--- src/adc_regs.svh ---
// Contract
// - Raw high byte shows the live approximation register and moves during conversion.
// - Result high byte holds the last finished conversion until the next completes, or until a disable landing on a step tick loads the partial code.
// - Two low result bits sit in bits 7 and 6 of the low-bits register.
// - Reading the result high byte latches the matching low bits for a later read.
// - Result registers are not reset; contents undefined until a conversion finishes.
// - Five-bit settling count in system clocks, resets to ones; software ensures 0.5 us.
// - Six-bit sample/hold count in system clocks, resets to ones; software ensures 1 us.
// - Prescale bits 0..3 divide the system clock by 2, 4, 8, 16.
// - With no prescale bit set the converter clock is the undivided system clock.
// - Writing one to start with enable one in the same write begins a conversion; read shows one while busy.
// - Three-bit channel select picks one of eight inputs by its binary value.
// - Converter enable zero holds the converter off; one allows conversions.
`ifndef ADC_REGS_SVH
`define ADC_REGS_SVH

// ----------------------------------------------------------------
// Register indices (byte address is four times the index)
// ----------------------------------------------------------------
`define ADC_IDX_CTRL       12'hf70
`define ADC_IDX_RAW_HIGH   12'hf71
`define ADC_IDX_RES_HIGH   12'hf72
`define ADC_IDX_RES_LOW    12'hf73
`define ADC_IDX_SETTLE     12'hf74
`define ADC_IDX_SAMPLE     12'hf75
`define ADC_IDX_PRESCALE   12'hf76

// ----------------------------------------------------------------
// Field positions
// ----------------------------------------------------------------
`define ADC_CTRL_START     7
`define ADC_CTRL_REFEN     5
`define ADC_CTRL_EN        4
`define ADC_CTRL_CH_LSB    0
`define ADC_CTRL_CH_W      3
`define ADC_SETTLE_W       5
`define ADC_SAMPLE_W       6
`define ADC_PRESCALE_W     4
`define ADC_RES_W          10

// ----------------------------------------------------------------
// Reset values
// ----------------------------------------------------------------
`define ADC_CTRL_RST       7'h00
`define ADC_SETTLE_RST     5'h1f
`define ADC_SAMPLE_RST     6'h3f
`define ADC_PRESCALE_RST   4'h0

// ----------------------------------------------------------------
// Timing
// ----------------------------------------------------------------
`define ADC_CLK_PERIOD_PS  40000
`define ADC_SETTLE_MIN_PS  500000
`define ADC_SAMPLE_MIN_PS  1000000
`define ADC_SETTLE_MIN_CYC ((`ADC_SETTLE_MIN_PS + `ADC_CLK_PERIOD_PS - 1) / `ADC_CLK_PERIOD_PS)
`define ADC_SAMPLE_MIN_CYC ((`ADC_SAMPLE_MIN_PS + `ADC_CLK_PERIOD_PS - 1) / `ADC_CLK_PERIOD_PS)

`endif

--- src/adc_pkg.sv ---
package adc_pkg;

  // ----------------------------------------------------------------
  // Types
  // ----------------------------------------------------------------
  typedef logic [1:0] htrans_t;
  typedef logic [11:0] reg_idx_t;

  typedef enum logic [2:0] {
    CONV_IDLE,
    CONV_SAMPLE,
    CONV_SETTLE,
    CONV_STEP
  } conv_state_t;

endpackage

--- src/adc_clock_prescaler.sv ---
`timescale 1ns/1ps
`default_nettype none
`include "adc_regs.svh"

module adc_clock_prescaler (
  // Clock and reset
  input  wire logic                         hclk,
  input  wire logic                         hresetn,
  // Divide select
  input  wire logic [`ADC_PRESCALE_W-1:0]   div_sel,
  // Converter clock enable
  output logic                              conv_tick
);

  logic [3:0] cnt_r;
  logic [3:0] lim;

  // ----------------------------------------------------------------
  // Divide limit, highest set bit wins
  // ----------------------------------------------------------------
  always_comb begin
    if (div_sel[3]) begin
      lim = 4'hf;
    end else if (div_sel[2]) begin
      lim = 4'h7;
    end else if (div_sel[1]) begin
      lim = 4'h3;
    end else if (div_sel[0]) begin
      lim = 4'h1;
    end else begin
      lim = 4'h0;
    end
  end

  always_ff @(posedge hclk or negedge hresetn) begin
    if (!hresetn) begin
      cnt_r     <= 4'h0;
      conv_tick <= 1'b0;
    end else begin
      conv_tick <= (cnt_r >= lim);
      cnt_r     <= (cnt_r >= lim) ? 4'h0 : cnt_r + 4'h1;
    end
  end

endmodule
`default_nettype wire

--- src/adc_result_and_timing_regs.sv ---
// Register access over AHB-Lite is this design's own decision.
`timescale 1ns/1ps
`default_nettype none
`include "adc_regs.svh"

module adc_result_and_timing_regs (
  // Clock and reset
  input  wire logic                         hclk,
  input  wire logic                         hresetn,
  // AHB-Lite slave
  input  wire logic                         hsel,
  input  wire logic [31:0]                  haddr,
  input  wire adc_pkg::htrans_t             htrans,
  input  wire logic                         hwrite,
  input  wire logic [2:0]                   hsize,
  input  wire logic [31:0]                  hwdata,
  input  wire logic                         hready,
  output logic [31:0]                       hrdata,
  output logic                              hreadyout,
  output logic                              hresp,
  // Analog core
  input  wire logic                         comparator_in,
  output logic [`ADC_RES_W-1:0]             dac_code,
  output logic                              sample_hold,
  output logic [`ADC_CTRL_CH_W-1:0]         input_channel_select,
  output logic                              converter_enable,
  output logic                              reference_enable,
  output logic                              converter_clock_tick
);
  import adc_pkg::*;

  // ----------------------------------------------------------------
  // State
  // ----------------------------------------------------------------
  conv_state_t                state_r;
  conv_state_t                state_nxt;
  logic [6:0]                 ctrl_r;
  logic [`ADC_SETTLE_W-1:0]   settling_count_r;
  logic [`ADC_SAMPLE_W-1:0]   sample_hold_count_field_r;
  logic [`ADC_PRESCALE_W-1:0] prescale_r;
  logic [`ADC_RES_W-1:0]      sar_r;
  logic [`ADC_RES_W-1:0]      result_r;
  logic [1:0]                 result_low_bits_r;
  logic [5:0]                 phase_cnt_r;
  logic [3:0]                 bit_idx_r;
  logic                       done_r;
  logic                       result_valid_r;
  logic                       cmp_s1_r;
  logic                       cmp_s2_r;
  logic                       cmp_s3_r;
  logic                       cmp_r;
  logic                       rd_pend_r;
  logic                       wr_pend_r;
  reg_idx_t                   rd_idx_r;
  reg_idx_t                   wr_idx_r;
  logic                       tick;
  logic                       step_tick;
  logic                       step_armed_r;
  logic                       accept;
  logic                       ctl_wr;
  logic                       start_req;

  // ----------------------------------------------------------------
  // Helpers
  // ----------------------------------------------------------------
  function automatic logic addr_hit(input logic [31:0] a, input reg_idx_t idx);
    addr_hit = (a == {18'h0, idx, 2'b00});
  endfunction

  function automatic logic addr_mapped(input logic [31:0] a);
    addr_mapped = (a[31:14] == 18'h0) && (a[1:0] == 2'b00) &&
                  (a[13:2] >= `ADC_IDX_CTRL) && (a[13:2] <= `ADC_IDX_PRESCALE);
  endfunction

  // ----------------------------------------------------------------
  // Bus slave
  // ----------------------------------------------------------------
  assign accept = hsel && htrans[1] && hready;
  assign ctl_wr = wr_pend_r && (wr_idx_r == `ADC_IDX_CTRL);

  always_ff @(posedge hclk or negedge hresetn) begin
    if (!hresetn) begin
      rd_pend_r <= 1'b0;
      wr_pend_r <= 1'b0;
      rd_idx_r  <= 12'h000;
      wr_idx_r  <= 12'h000;
      hreadyout <= 1'b1;
      hresp     <= 1'b0;
    end else begin
      rd_pend_r <= accept && !hwrite && addr_mapped(haddr);
      wr_pend_r <= accept && hwrite && addr_mapped(haddr);
      if (accept) begin
        rd_idx_r <= haddr[13:2];
        wr_idx_r <= haddr[13:2];
      end
      hreadyout <= !(accept && !hwrite);
      hresp     <= 1'b0;
    end
  end

  // Read data, one wait state so a preceding write is visible
  always_ff @(posedge hclk or negedge hresetn) begin
    if (!hresetn) begin
      hrdata <= 32'h0;
    end else if (rd_pend_r) begin
      unique case (rd_idx_r)
        `ADC_IDX_CTRL:     hrdata <= {24'h0, state_r != CONV_IDLE, ctrl_r};
        `ADC_IDX_RAW_HIGH: hrdata <= {24'h0, sar_r[9:2]};
        `ADC_IDX_RES_HIGH: hrdata <= {24'h0, result_r[9:2]};
        `ADC_IDX_RES_LOW:  hrdata <= {24'h0, result_low_bits_r, 6'h00};
        `ADC_IDX_SETTLE:   hrdata <= {27'h0, settling_count_r};
        `ADC_IDX_SAMPLE:   hrdata <= {26'h0, sample_hold_count_field_r};
        `ADC_IDX_PRESCALE: hrdata <= {28'h0, prescale_r};
        default:           hrdata <= 32'h0;
      endcase
    end else begin
      hrdata <= 32'h0;
    end
  end

  // ----------------------------------------------------------------
  // Software registers
  // ----------------------------------------------------------------
  always_ff @(posedge hclk or negedge hresetn) begin
    if (!hresetn) begin
      ctrl_r                    <= `ADC_CTRL_RST;
      settling_count_r          <= `ADC_SETTLE_RST;
      sample_hold_count_field_r <= `ADC_SAMPLE_RST;
      prescale_r                <= `ADC_PRESCALE_RST;
    end else if (wr_pend_r) begin
      unique case (wr_idx_r)
        `ADC_IDX_CTRL:     ctrl_r <= hwdata[6:0];
        `ADC_IDX_SETTLE:   settling_count_r <= hwdata[`ADC_SETTLE_W-1:0];
        `ADC_IDX_SAMPLE:   sample_hold_count_field_r <= hwdata[`ADC_SAMPLE_W-1:0];
        `ADC_IDX_PRESCALE: prescale_r <= hwdata[`ADC_PRESCALE_W-1:0];
        default:           ctrl_r <= ctrl_r;
      endcase
    end
  end

  assign start_req = ctl_wr && hwdata[`ADC_CTRL_START] && hwdata[`ADC_CTRL_EN];

  // ----------------------------------------------------------------
  // Comparator synchroniser
  // ----------------------------------------------------------------
  always_ff @(posedge hclk or negedge hresetn) begin
    if (!hresetn) begin
      cmp_s1_r <= 1'b0;
      cmp_s2_r <= 1'b0;
      cmp_s3_r <= 1'b0;
      cmp_r    <= 1'b0;
    end else begin
      cmp_s1_r <= comparator_in;
      cmp_s2_r <= cmp_s1_r;
      cmp_s3_r <= cmp_s2_r;
      if (cmp_s2_r == cmp_s3_r) begin
        cmp_r <= cmp_s3_r;
      end
    end
  end

  // ----------------------------------------------------------------
  // Converter clock
  // ----------------------------------------------------------------
  adc_clock_prescaler adc_clock_prescaler_inst (
    .hclk      (hclk),
    .hresetn   (hresetn),
    .div_sel   (prescale_r),
    .conv_tick (tick)
  );

  // First tick after entry only arms, so the comparator sees the new code
  assign step_tick = tick && step_armed_r;

  // ----------------------------------------------------------------
  // Conversion sequencer
  // ----------------------------------------------------------------
  always_comb begin
    state_nxt = state_r;
    unique case (state_r)
      CONV_IDLE: begin
        if (start_req) begin
          state_nxt = CONV_SAMPLE;
        end
      end
      CONV_SAMPLE: begin
        if (phase_cnt_r <= 6'h01) begin
          state_nxt = CONV_SETTLE;
        end
      end
      CONV_SETTLE: begin
        if (phase_cnt_r <= 6'h01) begin
          state_nxt = CONV_STEP;
        end
      end
      CONV_STEP: begin
        if (step_tick && bit_idx_r == 4'h0) begin
          state_nxt = CONV_IDLE;
        end
      end
    endcase
    if (!ctrl_r[`ADC_CTRL_EN] && !ctl_wr) begin
      state_nxt = CONV_IDLE;
    end
  end

  always_ff @(posedge hclk or negedge hresetn) begin
    if (!hresetn) begin
      state_r <= CONV_IDLE;
    end else begin
      state_r <= state_nxt;
    end
  end

  // Interval counter for sample/hold and settling
  always_ff @(posedge hclk or negedge hresetn) begin
    if (!hresetn) begin
      phase_cnt_r <= 6'h00;
    end else if (state_r == CONV_IDLE && state_nxt == CONV_SAMPLE) begin
      phase_cnt_r <= sample_hold_count_field_r;
    end else if (state_r == CONV_SAMPLE && state_nxt == CONV_SETTLE) begin
      phase_cnt_r <= {1'b0, settling_count_r};
    end else if (phase_cnt_r != 6'h00) begin
      phase_cnt_r <= phase_cnt_r - 6'h01;
    end
  end

  // Successive approximation, one bit per converter clock
  always_ff @(posedge hclk or negedge hresetn) begin
    if (!hresetn) begin
      sar_r        <= 10'h000;
      bit_idx_r    <= 4'h0;
      step_armed_r <= 1'b0;
    end else if (state_r == CONV_SETTLE && state_nxt == CONV_STEP) begin
      sar_r        <= 10'h200;
      bit_idx_r    <= 4'h9;
      step_armed_r <= 1'b0;
    end else if (state_r == CONV_STEP && tick) begin
      step_armed_r <= 1'b1;
      if (step_armed_r) begin
        sar_r[bit_idx_r] <= cmp_r;
        if (bit_idx_r != 4'h0) begin
          sar_r[bit_idx_r - 4'h1] <= 1'b1;
          bit_idx_r               <= bit_idx_r - 4'h1;
        end
      end
    end
  end

  always_ff @(posedge hclk or negedge hresetn) begin
    if (!hresetn) begin
      done_r         <= 1'b0;
      result_valid_r <= 1'b0;
    end else begin
      done_r <= (state_r == CONV_STEP) && (state_nxt == CONV_IDLE) && step_tick;
      if (done_r) begin
        result_valid_r <= 1'b1;
      end
    end
  end

  // ----------------------------------------------------------------
  // Result registers, no reset
  // ----------------------------------------------------------------
  always_ff @(posedge hclk) begin
    if (done_r) begin
      result_r <= sar_r;
    end
  end

  always_ff @(posedge hclk) begin
    if (rd_pend_r && rd_idx_r == `ADC_IDX_RES_HIGH) begin
      result_low_bits_r <= result_r[1:0];
    end
  end

  // ----------------------------------------------------------------
  // Analog core outputs
  // ----------------------------------------------------------------
  always_ff @(posedge hclk or negedge hresetn) begin
    if (!hresetn) begin
      dac_code             <= 10'h000;
      sample_hold          <= 1'b0;
      input_channel_select <= 3'h0;
      converter_enable     <= 1'b0;
      reference_enable     <= 1'b0;
      converter_clock_tick <= 1'b0;
    end else begin
      dac_code             <= sar_r;
      sample_hold          <= (state_nxt == CONV_SAMPLE);
      input_channel_select <= ctrl_r[`ADC_CTRL_CH_LSB +: `ADC_CTRL_CH_W];
      converter_enable     <= ctrl_r[`ADC_CTRL_EN];
      reference_enable     <= ctrl_r[`ADC_CTRL_REFEN];
      converter_clock_tick <= tick;
    end
  end

  // ----------------------------------------------------------------
  // Assertions
  // ----------------------------------------------------------------
  a_start_busy: assert property (@(posedge hclk) disable iff (!hresetn)
    state_r == CONV_IDLE && start_req |=> state_r == CONV_SAMPLE ##1 state_r != CONV_IDLE)
    else $error("start did not make the converter busy");

  a_raw_live: assert property (@(posedge hclk) disable iff (!hresetn)
    rd_pend_r && rd_idx_r == `ADC_IDX_RAW_HIGH |=> hrdata[7:0] == $past(sar_r[9:2]))
    else $error("raw byte does not follow approximation register");

  a_result_hold: assert property (@(posedge hclk) disable iff (!hresetn)
    result_valid_r && !done_r |=> $stable(result_r))
    else $error("result changed without a finished conversion");

  a_low_position: assert property (@(posedge hclk) disable iff (!hresetn)
    rd_pend_r && rd_idx_r == `ADC_IDX_RES_LOW && result_valid_r
    |=> hrdata[5:0] == 6'h00 && hrdata[7:6] == $past(result_low_bits_r))
    else $error("low bits not in bits 7 and 6");

  a_low_capture: assert property (@(posedge hclk) disable iff (!hresetn)
    rd_pend_r && rd_idx_r == `ADC_IDX_RES_HIGH && result_valid_r
    |=> result_low_bits_r == $past(result_r[1:0]))
    else $error("low bits not captured on high byte read");

  a_sample_len: assert property (@(posedge hclk) disable iff (!hresetn)
    state_r == CONV_SAMPLE && phase_cnt_r > 6'h01 && ctrl_r[`ADC_CTRL_EN]
    |=> state_r == CONV_SAMPLE && phase_cnt_r == $past(phase_cnt_r) - 6'h01)
    else $error("sample interval ended early");

  a_settle_entry: assert property (@(posedge hclk) disable iff (!hresetn)
    state_r == CONV_SAMPLE && phase_cnt_r <= 6'h01 && ctrl_r[`ADC_CTRL_EN]
    |=> state_r == CONV_SETTLE && phase_cnt_r == {1'b0, $past(settling_count_r)})
    else $error("settling interval not loaded");

  a_div_none: assert property (@(posedge hclk) disable iff (!hresetn)
    prescale_r == 4'h0 ##1 prescale_r == 4'h0 ##1 prescale_r == 4'h0 |-> tick)
    else $error("undivided converter clock missed a cycle");

  a_div_two: assert property (@(posedge hclk) disable iff (!hresetn)
    tick && prescale_r == 4'h1 ##1 prescale_r == 4'h1 |-> !tick ##1 tick)
    else $error("divide by two period wrong");

  a_step_done: assert property (@(posedge hclk) disable iff (!hresetn)
    state_r == CONV_STEP && step_tick && bit_idx_r == 4'h0 && ctrl_r[`ADC_CTRL_EN]
    |=> state_r == CONV_IDLE && done_r ##1 result_r == $past(sar_r))
    else $error("conversion end did not update result");

  a_enable_off: assert property (@(posedge hclk) disable iff (!hresetn)
    !ctrl_r[`ADC_CTRL_EN] && !ctl_wr |=> state_r == CONV_IDLE)
    else $error("converter ran while disabled");

endmodule
`default_nettype wire

--- config.mk ---
export PLATFORM = sky130hd
export DESIGN_NAME = adc_result_and_timing_regs
export DESIGN_NICKNAME = d
export VERILOG_FILES = /design/src/adc_pkg.sv /design/src/adc_clock_prescaler.sv /design/src/adc_result_and_timing_regs.sv
export VERILOG_INCLUDE_DIRS = /design/src
export SDC_FILE = /design/constraint.sdc
export NUM_CORES = 1
export LEC_CHECK = 0
export BUFFER_PORTS_ARGS = -buffer_cell sky130_fd_sc_hd__buf_2
export CAP_MARGIN = 20
export CORE_ASPECT_RATIO = 0.6
export CORE_UTILIZATION = 45
export CTS_BUF_LIST = sky130_fd_sc_hd__clkbuf_8 sky130_fd_sc_hd__clkbuf_16
export DETAILED_ROUTE_END_ITERATION = 10
export HOLD_SLACK_MARGIN = 0.02
export PLACE_DENSITY_LB_ADDON = 0.2
export SYNTH_ARGS = -nofsm -noshare
export SYNTH_HDL_FRONTEND = slang
export SYNTH_SLANG_ARGS = --single-unit
--- constraint.sdc ---
create_clock -name hclk -period 1.8 [get_ports hclk]
set_input_delay 0.36 -clock hclk [delete_from_list [all_inputs] [get_ports hclk]]
set_output_delay 0.36 -clock hclk [all_outputs]
set_load 0.01 [all_outputs]
Word-level counts from Yosys, hierarchy flattened
Cells that the tools add are included.
{"block": "word_totals", "input_bits": 75, "elab_cells": 132, "ff_bits": 132}
{"block": "op_classes", "n_mux": 31, "n_addsub": 3, "n_eq_ne": 14, "bitwise": 1, "order_cmp": 8, "n_reduce_logical": 46}
{"operator": "$eq A12 B12 Y1 const B", "n": 7}
{"operator": "$pmux W8 S7", "n": 1}
{"operator": "$mux W10", "n": 4}
{"operator": "$mux W32", "n": 1}
{"operator": "$mux W4", "n": 8}
{"operator": "$logic_and A1 B1 Y1", "n": 24}
{"operator": "$logic_not A18 Y1", "n": 1}
{"operator": "$mux W6", "n": 3}
{"operator": "$mux W3", "n": 5}
{"operator": "$eq A3 B2 Y1 const B", "n": 4}
{"operator": "$ge A12 B12 Y1 const B", "n": 1}
{"operator": "$le A12 B12 Y1 const B", "n": 1}
{"operator": "$pmux W3 S4", "n": 1}
{"operator": "$bwmux W10", "n": 1}
{"operator": "$lt A4 B5 Y1 const B", "n": 2}
{"operator": "$or A10 B10 Y10", "n": 1}
{"operator": "$reduce_and A2 Y1", "n": 5}
{"operator": "$demux W1 S4", "n": 2}
{"operator": "$ge A4 B1 Y1 const B", "n": 2}
{"operator": "$eq A3 B1 Y1 const B", "n": 2}
{"operator": "$le A6 B1 Y1 const B", "n": 1}
{"operator": "$logic_not A3 Y1", "n": 2}
{"operator": "$reduce_bool A2 Y1", "n": 3}
{"operator": "$reduce_bool A3 Y1", "n": 2}
{"operator": "other kinds (12)", "n": 19}

Depth between registers and ports, before layout
Gate-level depths: netlist (run 1).
{"block": "depth", "depth_word": 11, "mapped_depth": 8, "mapped_depth_nobuf": 8}

Hierarchy
A second synthesis (run 1) with hierarchy kept.
{"block": "hier_totals", "hier_cells": 436, "area_unflattened_um2": 5136.2}
{"mod": "adc_result_and_timing_regs", "instances": 1, "area_per_inst_um2": 4819.6, "cells_per_inst": 407}
{"mod": "adc_clock_prescaler", "instances": 1, "area_per_inst_um2": 316.6, "cells_per_inst": 29}

Worst setup path after synthesis (run 1)
Ideal clock, no wire load.
{"block": "synth_timing", "path_type": "register to register", "startpoint": "register wr_idx_r[1]", "endpoint": "register bit_idx_r[1]", "arrival_ns": 1.852, "required_time_ns": 1.672, "path_stages_with_launch": 8, "slack_ns": -0.180, "synth_period_minus_slack_ns": 1.980, "path_cell_list": "dfrtp_1 > buf_2 > or4b_4 > nor4_4 > nor2_1 > nor4_4 > buf_4 > a211oi_1"}
{"block": "synth_via", "elab_chain_cells": 11, "word_cells_on_any_way": 16, "cone_classes": "2 x eq/ne; 4 x mux; 10 x reduce/logical"}
{"item": "start: declaration", "line": "adc_result_and_timing_regs.sv:55", "source": "reg_idx_t wr_idx_r;"}
{"item": "start signal: assignment", "line": "adc_result_and_timing_regs.sv:94", "source": "wr_idx_r <= haddr[13:2];"}
{"item": "$eq A12 B12 Y1 (*)"}
{"item": "$logic_and A1 B1 Y1 (*)", "line": "adc_result_and_timing_regs.sv:79", "source": "assign ctl_wr = wr_pend_r && (wr_idx_r == `ADC_IDX_CTRL);"}
{"item": "$logic_and A1 B1 Y1 (2 in series)", "line": "adc_result_and_timing_regs.sv:141", "source": "assign start_req = ctl_wr && hwdata[`ADC_CTRL_START] && hwdata[`ADC_CTRL_EN];"}
{"item": "$mux W3", "line": "adc_result_and_timing_regs.sv:182", "source": "if (start_req) begin"}
{"item": "$pmux W3 S4", "line": "adc_result_and_timing_regs.sv:180", "source": "unique case (state_r)"}
{"item": "$mux W3 (*)", "line": "adc_result_and_timing_regs.sv:202", "source": "if (!ctrl_r[`ADC_CTRL_EN] && !ctl_wr) begin"}
{"item": "$eq A3 B2 Y1 (*)", "line": "adc_result_and_timing_regs.sv:234", "source": "end else if (state_r == CONV_SETTLE && state_nxt == CONV_STEP) begin"}
{"item": "$logic_and A1 B1 Y1 (*)", "line": "adc_result_and_timing_regs.sv:234"}
{"item": "$reduce_bool A2 Y1 (no line)"}
{"item": "$reduce_and A3 Y1 (no line)"}
{"item": "end signal: assignment", "line": "adc_result_and_timing_regs.sv:244", "source": "bit_idx_r <= bit_idx_r - 4'h1;"}
{"item": "end: declaration", "line": "adc_result_and_timing_regs.sv:45", "source": "logic [3:0] bit_idx_r;"}
Mark *: on every way between the ends. The rest lies on a longest branch, timed or not.
A chain may end at the register's enable or synchronous reset.

Worst setup path in the final report (run 1)
{"block": "layout_timing", "startpoint": "register wr_idx_r[0]", "endpoint": "register sar_r[7]"}
{"block": "layout_via", "elab_chain_cells": 11, "word_cells_on_any_way": 15, "cone_classes": "2 x eq/ne; 4 x mux; 9 x reduce/logical"}
{"item": "$eq A12 B12 Y1 (*)"}
{"item": "$logic_and A1 B1 Y1 (*)", "line": "adc_result_and_timing_regs.sv:79"}
{"item": "$logic_and A1 B1 Y1 (2 in series)", "line": "adc_result_and_timing_regs.sv:141"}
{"item": "$mux W3", "line": "adc_result_and_timing_regs.sv:182"}
{"item": "$pmux W3 S4", "line": "adc_result_and_timing_regs.sv:180"}
{"item": "$mux W3 (*)", "line": "adc_result_and_timing_regs.sv:202"}
{"item": "$eq A3 B2 Y1 (*)", "line": "adc_result_and_timing_regs.sv:234"}
{"item": "$logic_and A1 B1 Y1 (*)", "line": "adc_result_and_timing_regs.sv:234"}
{"item": "$reduce_bool A2 Y1 (no line)"}
{"item": "$reduce_and A2 Y1 (no line)"}
{"item": "end signal: indexed assignment", "line": "adc_result_and_timing_regs.sv:241", "source": "sar_r[bit_idx_r] <= cmp_r;"}
{"item": "end: declaration", "line": "adc_result_and_timing_regs.sv:41", "source": "logic [`ADC_RES_W-1:0] sar_r;"}
Marks and branches as above.

==> results of run 1 <==
-- routing by layer --
| layer | vias up | global-route usage | routed length (um) | share of wire |
|---|---|---|---|---|
| met2 | 136 | 0.338 | 5760 | 0.44 |
| met5 | - | 0 | 0 | 0 |
| met4 | 0 | 0.0534 | 152 | 0.012 |
| li1 | 1826 | - | - | - |
| met3 | 14 | 0.0491 | 764 | 0.058 |
| met1 | 1966 | 0.347 | 6410 | 0.49 |
-- cells in the final DEF (no fill, tap or decap), types with 8 or more instances in the layout --
cell,instances
mux2_2,17
nand2_1,22
dfrtp_1,83
edfxtp_1,12
ha_1,16
clkbuf_16,10
buf_4,54
dfstp_2,12
inv_1,15
o21ai_0,8
mux2i_1,15
nand3_1,24
conb_1,25
nor2_1,29
mux2_4,16
buf_2,71
a21oi_1,18
-- stage by stage --
| stage | TNS (ns) | utilization | setup WS, ns | total power, mW |
|---|---|---|---|---|
| after detailed placement | -4.89 | 0.551 | -0.189 | 3.73 |
| final | -4.61 | 0.605 | -0.221 | 5.69 |
| after global routing | -8.41 | 0.605 | -0.257 | 5.95 |
| after CTS | -4.22 | 0.594 | -0.184 | 5.72 |
| after floorplan | -1.51 | - | -0.0989 | 3.36 |
| after global placement | -2.56 | 0.551 | -0.132 | 3.71 |
-- path summary, 6_finish.rpt --
kind | start | end | cells after the start
worst max register to register | wr_idx_r[0] | sar_r[7] | 8
worst max-delay path | wr_idx_r[0] | sar_r[7] | 8
min in group asynchronous | hresetn | sample_hold | 2
worst min-delay path | comparator_in | cmp_s1_r | 1
worst min register to register | cmp_s1_r | cmp_s2_r | 0
max in group asynchronous | hresetn | sample_hold_count_field_r[3] | 3
-- layout make-up --
class	count	area [um2]	share of cell area
Sequential cell	108	2780	0.422
Multi-Input combinational cell	309	2390	0.363
Timing Repair Buffer	134	892	0.136
Clock buffer	9	225	0.0342
Tap cell	139	174	0.0264
Clock inverter	7	66.3	0.0101
Inverter	15	56.3	0.00856
-- logic make-up (layout without fill, tap and decap cells) --
| kind of cell | count (synthesis) | after routing | share of synthesized area |
|---|---|---|---|
| and+or+nand+nor | 134 | 135 | 0.144 |
| DFF | 108 | 108 | 0.535 |
| AOI/OAI and AO/OA | 68 | 68 | 0.0843 |
| muxes | 56 | 56 | 0.122 |
| buffers and inverters | 55 | 165 | 0.0602 |
| adders and majority gates | 17 | 17 | 0.0405 |
| xor gates and xnor gates | 8 | 8 | 0.0135 |
| other | 1 | 25 | 0.000722 |
-- repair_timing --
item | in CTS | in global routing
gates resized for setup | 30 | 15
pin swaps | 12 | 12
setup endpoints to repair | 52 | 58
endpoints found under the hold margin | 12 | 0
hold buffers | 1 | 0
gates cloned | 1 | 1
buffers inserted | 6 | 2
-- worst max-delay path, delay by kind of cell, from the launching register on --
family,cells,cell delay [ns]
flops,1,0.39
buf+inv,3,0.51
simple gates,4,0.96
compound gates,1,0.04
-- where the power goes --
| part | internal (mW) | switching (mW) | total [mW] |
|---|---|---|---|
| combinational | 0.510 | 0.544 | 1.05 |
| clock | 0.977 | 0.968 | 1.94 |
| sequential | 2.59 | 0.107 | 2.70 |
| total | 4.08 | 1.62 | 5.69 |
-- flip-flops by register name, summed over array words and instances, names as in the netlist, 2 cells and up --
name                            flops
phase_cnt_r                         6
prescale_r                          4
adc_clock_prescaler_inst.cnt_r      4
wr_idx_r                           12
sample_hold_count_field_r           6
settling_count_r                    5
result_low_bits_r                   2
hrdata                              8
state_r                             3
dac_code                           10
result_r                           10
input_channel_select                3
ctrl_r                              7
bit_idx_r                           4
sar_r                              10
==> summary.txt, run 1 <==
======================================================================================
Clk sink count ..........................................................          108
Hold WS .................................................................     0.106 ns
Area growth syn-to-layout ...............................................        26.7%
Mean number of vias per cell ............................................         5.47
Slew of the pin with the lowest slew margin .............................     0.524 ns
# setup viols final .....................................................           32
Most repeated cell in the gate-level netlist after synthesis ............      dfrtp_1
Number of pins with negative max-slew slack in the final report .........            0
Top_reg_cell synth ......................................................      dfrtp_1
Antenna Violating Nets Remaining ........................................            0
CTS clk-pin slew, worst paths ...........................................      0.08 ns
First-pass GRT wire length ..............................................      20.8 mm
TritonCTS buffer count ..................................................            9
Endpoint class of the critical path .....................................    flip-flop
Final net count .........................................................          668
Critical path's slowest cell ............................................       or4b_4
Power per standard cell area ............................................   865 nW/um2
Post-route DRC violation count ..........................................            0
Ordered cell list for the critical path ................................. or4b_4, nor4_4, buf_4, nor2_2, nor4_4, buf_4, clkbuf_16, a21oi_1
Clk_lat worst skew ......................................................      0.35 ns
Maximum buffer depth of the clock tree ..................................            2
Area of the mapped netlist ..............................................     5190 um2
Crit Path Max Fanout ....................................................            7
Count of vias placed by the detailed router .............................        3,942
Number of distinct standard cells referenced by the synthesized netlist .           60
Maximum number of pins on one net before global-route repair ............           46
Class of the tightest hold or removal check ............................. input port to flip-flop
Total number of placement rows ..........................................           29
Total non-filler cell area in the finished layout .......................     6580 um2
Final setup skew ........................................................   0.00881 ns
Mean instance size in the synthesized netlist ...........................     11.6 um2
Slew headroom ...........................................................        0.649
Status .................................................................. finished, violations left
DR iter-0 viols .........................................................          259
Cell types occupying the most area after synthesis ...................... dfrtp_1 40%, mux2_2 7.2%, edfxtp_1 6.9%, dfstp_2 6.1%, buf_4 3.9%
Via count of the first global-routing pass ..............................        3,798
Crit start category .....................................................    flip-flop
Number of synthesized register bits .....................................          108
Violated checks ......................................................... negative setup slack
Remaining global-route overflow .........................................            0
Cell area reported after detailed placement .............................     6000 um2
Filler cell count .......................................................          883
I/O pin total ...........................................................          126
Final hold vios .........................................................            0
GR Util All Layers ......................................................        0.230
Setup repair after global routing missed its margin .....................         true
Height of the die .......................................................      85.2 um
Highest ir drop seen on vdd .............................................       606 uV
Antenna violations before repair ........................................            0
Clock tree from TritonCTS ...............................................         done
Count of warnings emitted by yosys ......................................            0
Final worst-path cycle share ............................................         1.12
Fraction of final layout cells sized beyond drive strength 1 ............        0.390
Final weighted congestion in routability-driven placement ...............        0.920
Initial standard-cell utilization of the core ...........................        0.477
Post-DR wirelength/cell .................................................      18.2 um
CORE AREA ...............................................................   10,900 um2
Path type of the worst setup path ....................................... flip-flop to flip-flop
Number of placed instances with taps included ...........................          695
Number of antenna cells inserted ........................................            0
Port buffer count .......................................................           72
Count of mapped cells out of synthesis ..................................          447
Overall die area ........................................................   12,000 um2
DIE WIDTH ...............................................................       141 um
Top-area cell type share of the netlist area ............................        0.405
Share of async-settable or async-resettable flops after synthesis .......        0.889
Post-synth EDFFs ........................................................           12
Critical Path RT ........................................................      2.04 ns
Post-synthesis sequential area ratio ....................................        0.535
First-pass detailed-route iteration total ...............................            5
Max Cap Violations ......................................................            0
Count of placed standard cells in the final layout, fillers left out ....          721
Register-to-register path setup slack ...................................     -0.22 ns
Detailed-placement wirelength estimate ..................................      9.38 mm
Arrival time of data at the critical path endpoint ......................      2.26 ns
Post-synth top cells .................................................... 84 x dfrtp_1, 33 x mux2_2, 31 x nor2_1
Largest incremental delay on the critical path ..........................      0.57 ns
Fin worst setup slack ...................................................    -0.221 ns
Detailed-route wire length ..............................................      13.1 mm
# H-tree levels .........................................................            3
Cell type with the highest aggregate area in the netlist ................      dfrtp_1
Minimum clock period ....................................................      2.02 ns
Leakage power ...........................................................      3.10 nW
Achievable frequency ....................................................    0.495 GHz
Buffer type at the clock tree root ......................................    clkbuf_16
======================================================================================
No activity file was read; power rests on OpenSTA's default activity.
==> run 2, diff against run 1 <==
- SETUP_SLACK_MARGIN: unset -> 0.2
==> run 2 against run 1 <==
  * The flow still finishes with violations (negative setup slack)
  * Setup slack got worse by 0.0020 ns
  * Die area unchanged
  * Clock power about the same
  * Sequential share of layout area decreased by 0.69 points
  * Fmax about the same
  * Utilization is 1.0 points higher
  * Sequential power about the same
  * First-iteration DRC count fell by 8.9%
  * Via count grew 0.36%
  * Global-route usage is 0.51 points lower
==> summary.txt, run 2 (synthesized netlist as in run 1, its figures left out) <==
==============================================================================
Clk sink count ..................................................          108
Critical path's slowest cell ....................................      dfrtp_1
I/O pin total ...................................................          126
Clk_lat worst skew ..............................................      0.35 ns
Register share of total power ...................................        0.469
Status .......................................................... finished, violations left
Number of pins with negative max-slew slack in the final report .            0
Max Cap Violations ..............................................            0
Achievable frequency ............................................    0.494 GHz
Clock share of power ............................................        0.335
Filler cell count ...............................................          847
Register with the most flip-flops ...............................     wr_idx_r
First-pass detailed-route iteration total .......................            4
Internal portion of total power .................................      4.13 mW
Remaining global-route overflow .................................            0
First-pass GRT wire length ......................................      20.4 mm
Area growth syn-to-layout .......................................        28.8%
Portion of total power attributed to combinational logic ........        0.196
Post-route DRC violation count ..................................            0
Antenna Violating Nets Remaining ................................            0
Overall die area ................................................   12,000 um2
Maximum number of pins on one net before global-route repair ....           51
GR Util All Layers ..............................................        0.225
Max FFs per register ............................................           12
Total non-filler cell area in the finished layout ...............     6690 um2
Leakage power ...................................................      3.15 nW
Final net count .................................................          674
Power dissipated by switching net loads .........................      1.63 mW
Endpoint class of the critical path .............................    flip-flop
Setup slack at placement ........................................    -0.177 ns
TritonCTS buffer count ..........................................            9
DR iter-0 viols .................................................          236
CTS clk-pin slew, worst paths ...................................      0.07 ns
Class of the tightest hold or removal check ..................... input port to flip-flop
Detailed-route wire length ......................................      13.1 mm
Hold WS .........................................................     0.118 ns
Most used cells in the layout excluding fill and tap cells ...... 83 x dfrtp_1, 71 x buf_2, 59 x buf_4, 26 x nor2_1, 25 x conb_1
Height of the die ...............................................      85.2 um
DIE WIDTH .......................................................       141 um
Number of antenna cells inserted ................................            0
Total number of placement rows ..................................           29
CORE AREA .......................................................   10,900 um2
Critical Path RT ................................................      2.03 ns
Final weighted congestion in routability-driven placement .......        0.854
Violated checks ................................................. negative setup slack
Final hold vios .................................................            0
Detailed-placement wirelength estimate ..........................      9.15 mm
Maximum buffer depth of the clock tree ..........................            2
Ordered cell list for the critical path ......................... nand3b_1, buf_4, nor3_4, nand2_2, nor4b_2, buf_4, mux2_4
Antenna violations before repair ................................            0
Setup repair after global routing missed its margin .............         true
Most common cell after layout, fill and taps aside ..............      dfrtp_1
Final worst-path cycle share ....................................         1.12
Highest ir drop seen on vdd .....................................       597 uV
Cell area reported after detailed placement .....................     6030 um2
# H-tree levels .................................................            3
Mean number of vias per cell ....................................         5.44
Via count of the first global-routing pass ......................        3,776
Crit start category .............................................    flip-flop
Crit path top cell by count .....................................        buf_4
Buffer type at the clock tree root ..............................    clkbuf_16
Count of vias placed by the detailed router .....................        3,956
# setup viols final .............................................           48
Path type of the worst setup path ............................... flip-flop to flip-flop
Power per standard cell area ....................................   861 nW/um2
Overall Power ...................................................      5.76 mW
Clock tree from TritonCTS .......................................         done
Minimum clock period ............................................      2.02 ns
Largest incremental delay on the critical path ..................      0.38 ns
Crit Path Max Fanout ............................................            4
Initial standard-cell utilization of the core ...................        0.477
Switching share of total power ..................................        0.283
Arrival time of data at the critical path endpoint ..............      2.26 ns
Fraction of final layout cells sized beyond drive strength 1 ....        0.413
Final setup skew ................................................   0.00620 ns
Port buffer count ...............................................           72
Post-DR wirelength/cell .........................................      18.0 um
Fin worst setup slack ...........................................    -0.223 ns
==============================================================================
[run 2: cell types whose count changed in the layout (fill, tap and decap cells not counted), moves of 3 or more]
cell,change
buf_4,+5
a21oi_1,+3
a21oi_2,-4
mux2_4,+5
nor2_2,+3
o21ai_0,-3
mux2_1,-6
buf_12,+4
nor2_1,-3
o21ai_1,+3
[run 2: cell type report]
cell class,instances,area [um2],share of cell area
sequential,108,2780,0.415
multi-input combinational,309,2430,0.363
timing repair buffer,140,962,0.144
clock buffer,9,225,0.0337
tap,139,174,0.0260
clock inverter,7,63.8,0.00954
inverter,15,56.3,0.00841
[run 2: critical path, delay by kind of cell (launching register included)]
| family | cells | cell delay [ns] |
|---|---|---|
| buf+inv | 2 | 0.42 |
| mux | 1 | 0.30 |
| flops | 1 | 0.38 |
| simple gates | 4 | 0.81 |
[run 2: power groups by stage]
stage | logic (mW) | registers (mW) | clock network [mW]
finish | 1.13 | 2.70 | 1.93
global route | 1.24 | 2.72 | 2.06
CTS | 1.03 | 2.70 | 1.96
detailed placement | 1.01 | 2.74 | 0
global placement | 0.971 | 2.73 | 0
floorplan | 0.646 | 2.72 | 0
[run 2: final timing paths]
kind / startpoint / end / slack (ns) / depth (start not counted)
worst min register to register: cmp_s1_r / cmp_s2_r / 0.36 / 0
min in group asynchronous: hresetn / adc_clock_prescaler_inst.cnt_r[2] / 0.36 / 2
max in group asynchronous: hresetn / settling_count_r[4] / 0.92 / 3
worst max-delay path: wr_idx_r[7] / prescale_r[0] / -0.22 / 7
worst max register to register: wr_idx_r[7] / prescale_r[0] / -0.22 / 7
worst min-delay path: comparator_in / cmp_s1_r / 0.12 / 1
[run 2: routing by layer]
metal / GRT usage / up-vias / share of wire
met2: 0.341 / 109 / 0.46
met5: 0 / - / 0
li1: - / 1836 / -
met3: 0.0446 / 16 / 0.047
met1: 0.335 / 1995 / 0.48
met4: 0.0464 / 0 / 0.0095
[run 2: per-stage QoR]
step                      TNS (ns)   util  instances
after detailed placement     -3.11  0.554        694
after CTS                    -3.27  0.599        716
after global placement       -2.06  0.554        694
final                        -6.45  0.615        727
after floorplan              -1.29      -        471
after global routing         -9.86  0.615        727
[run 2: timing repair]
action | 4_1_cts | 5_1_grt
setup buffers | 4 | 11
hold buffers | 1 | 0
hold endpoints to repair | 2 | 0
setup endpoints to repair | 59 | 62
cloned | 1 | 0
pin swaps | 11 | 10
gates resized for setup | 37 | 23
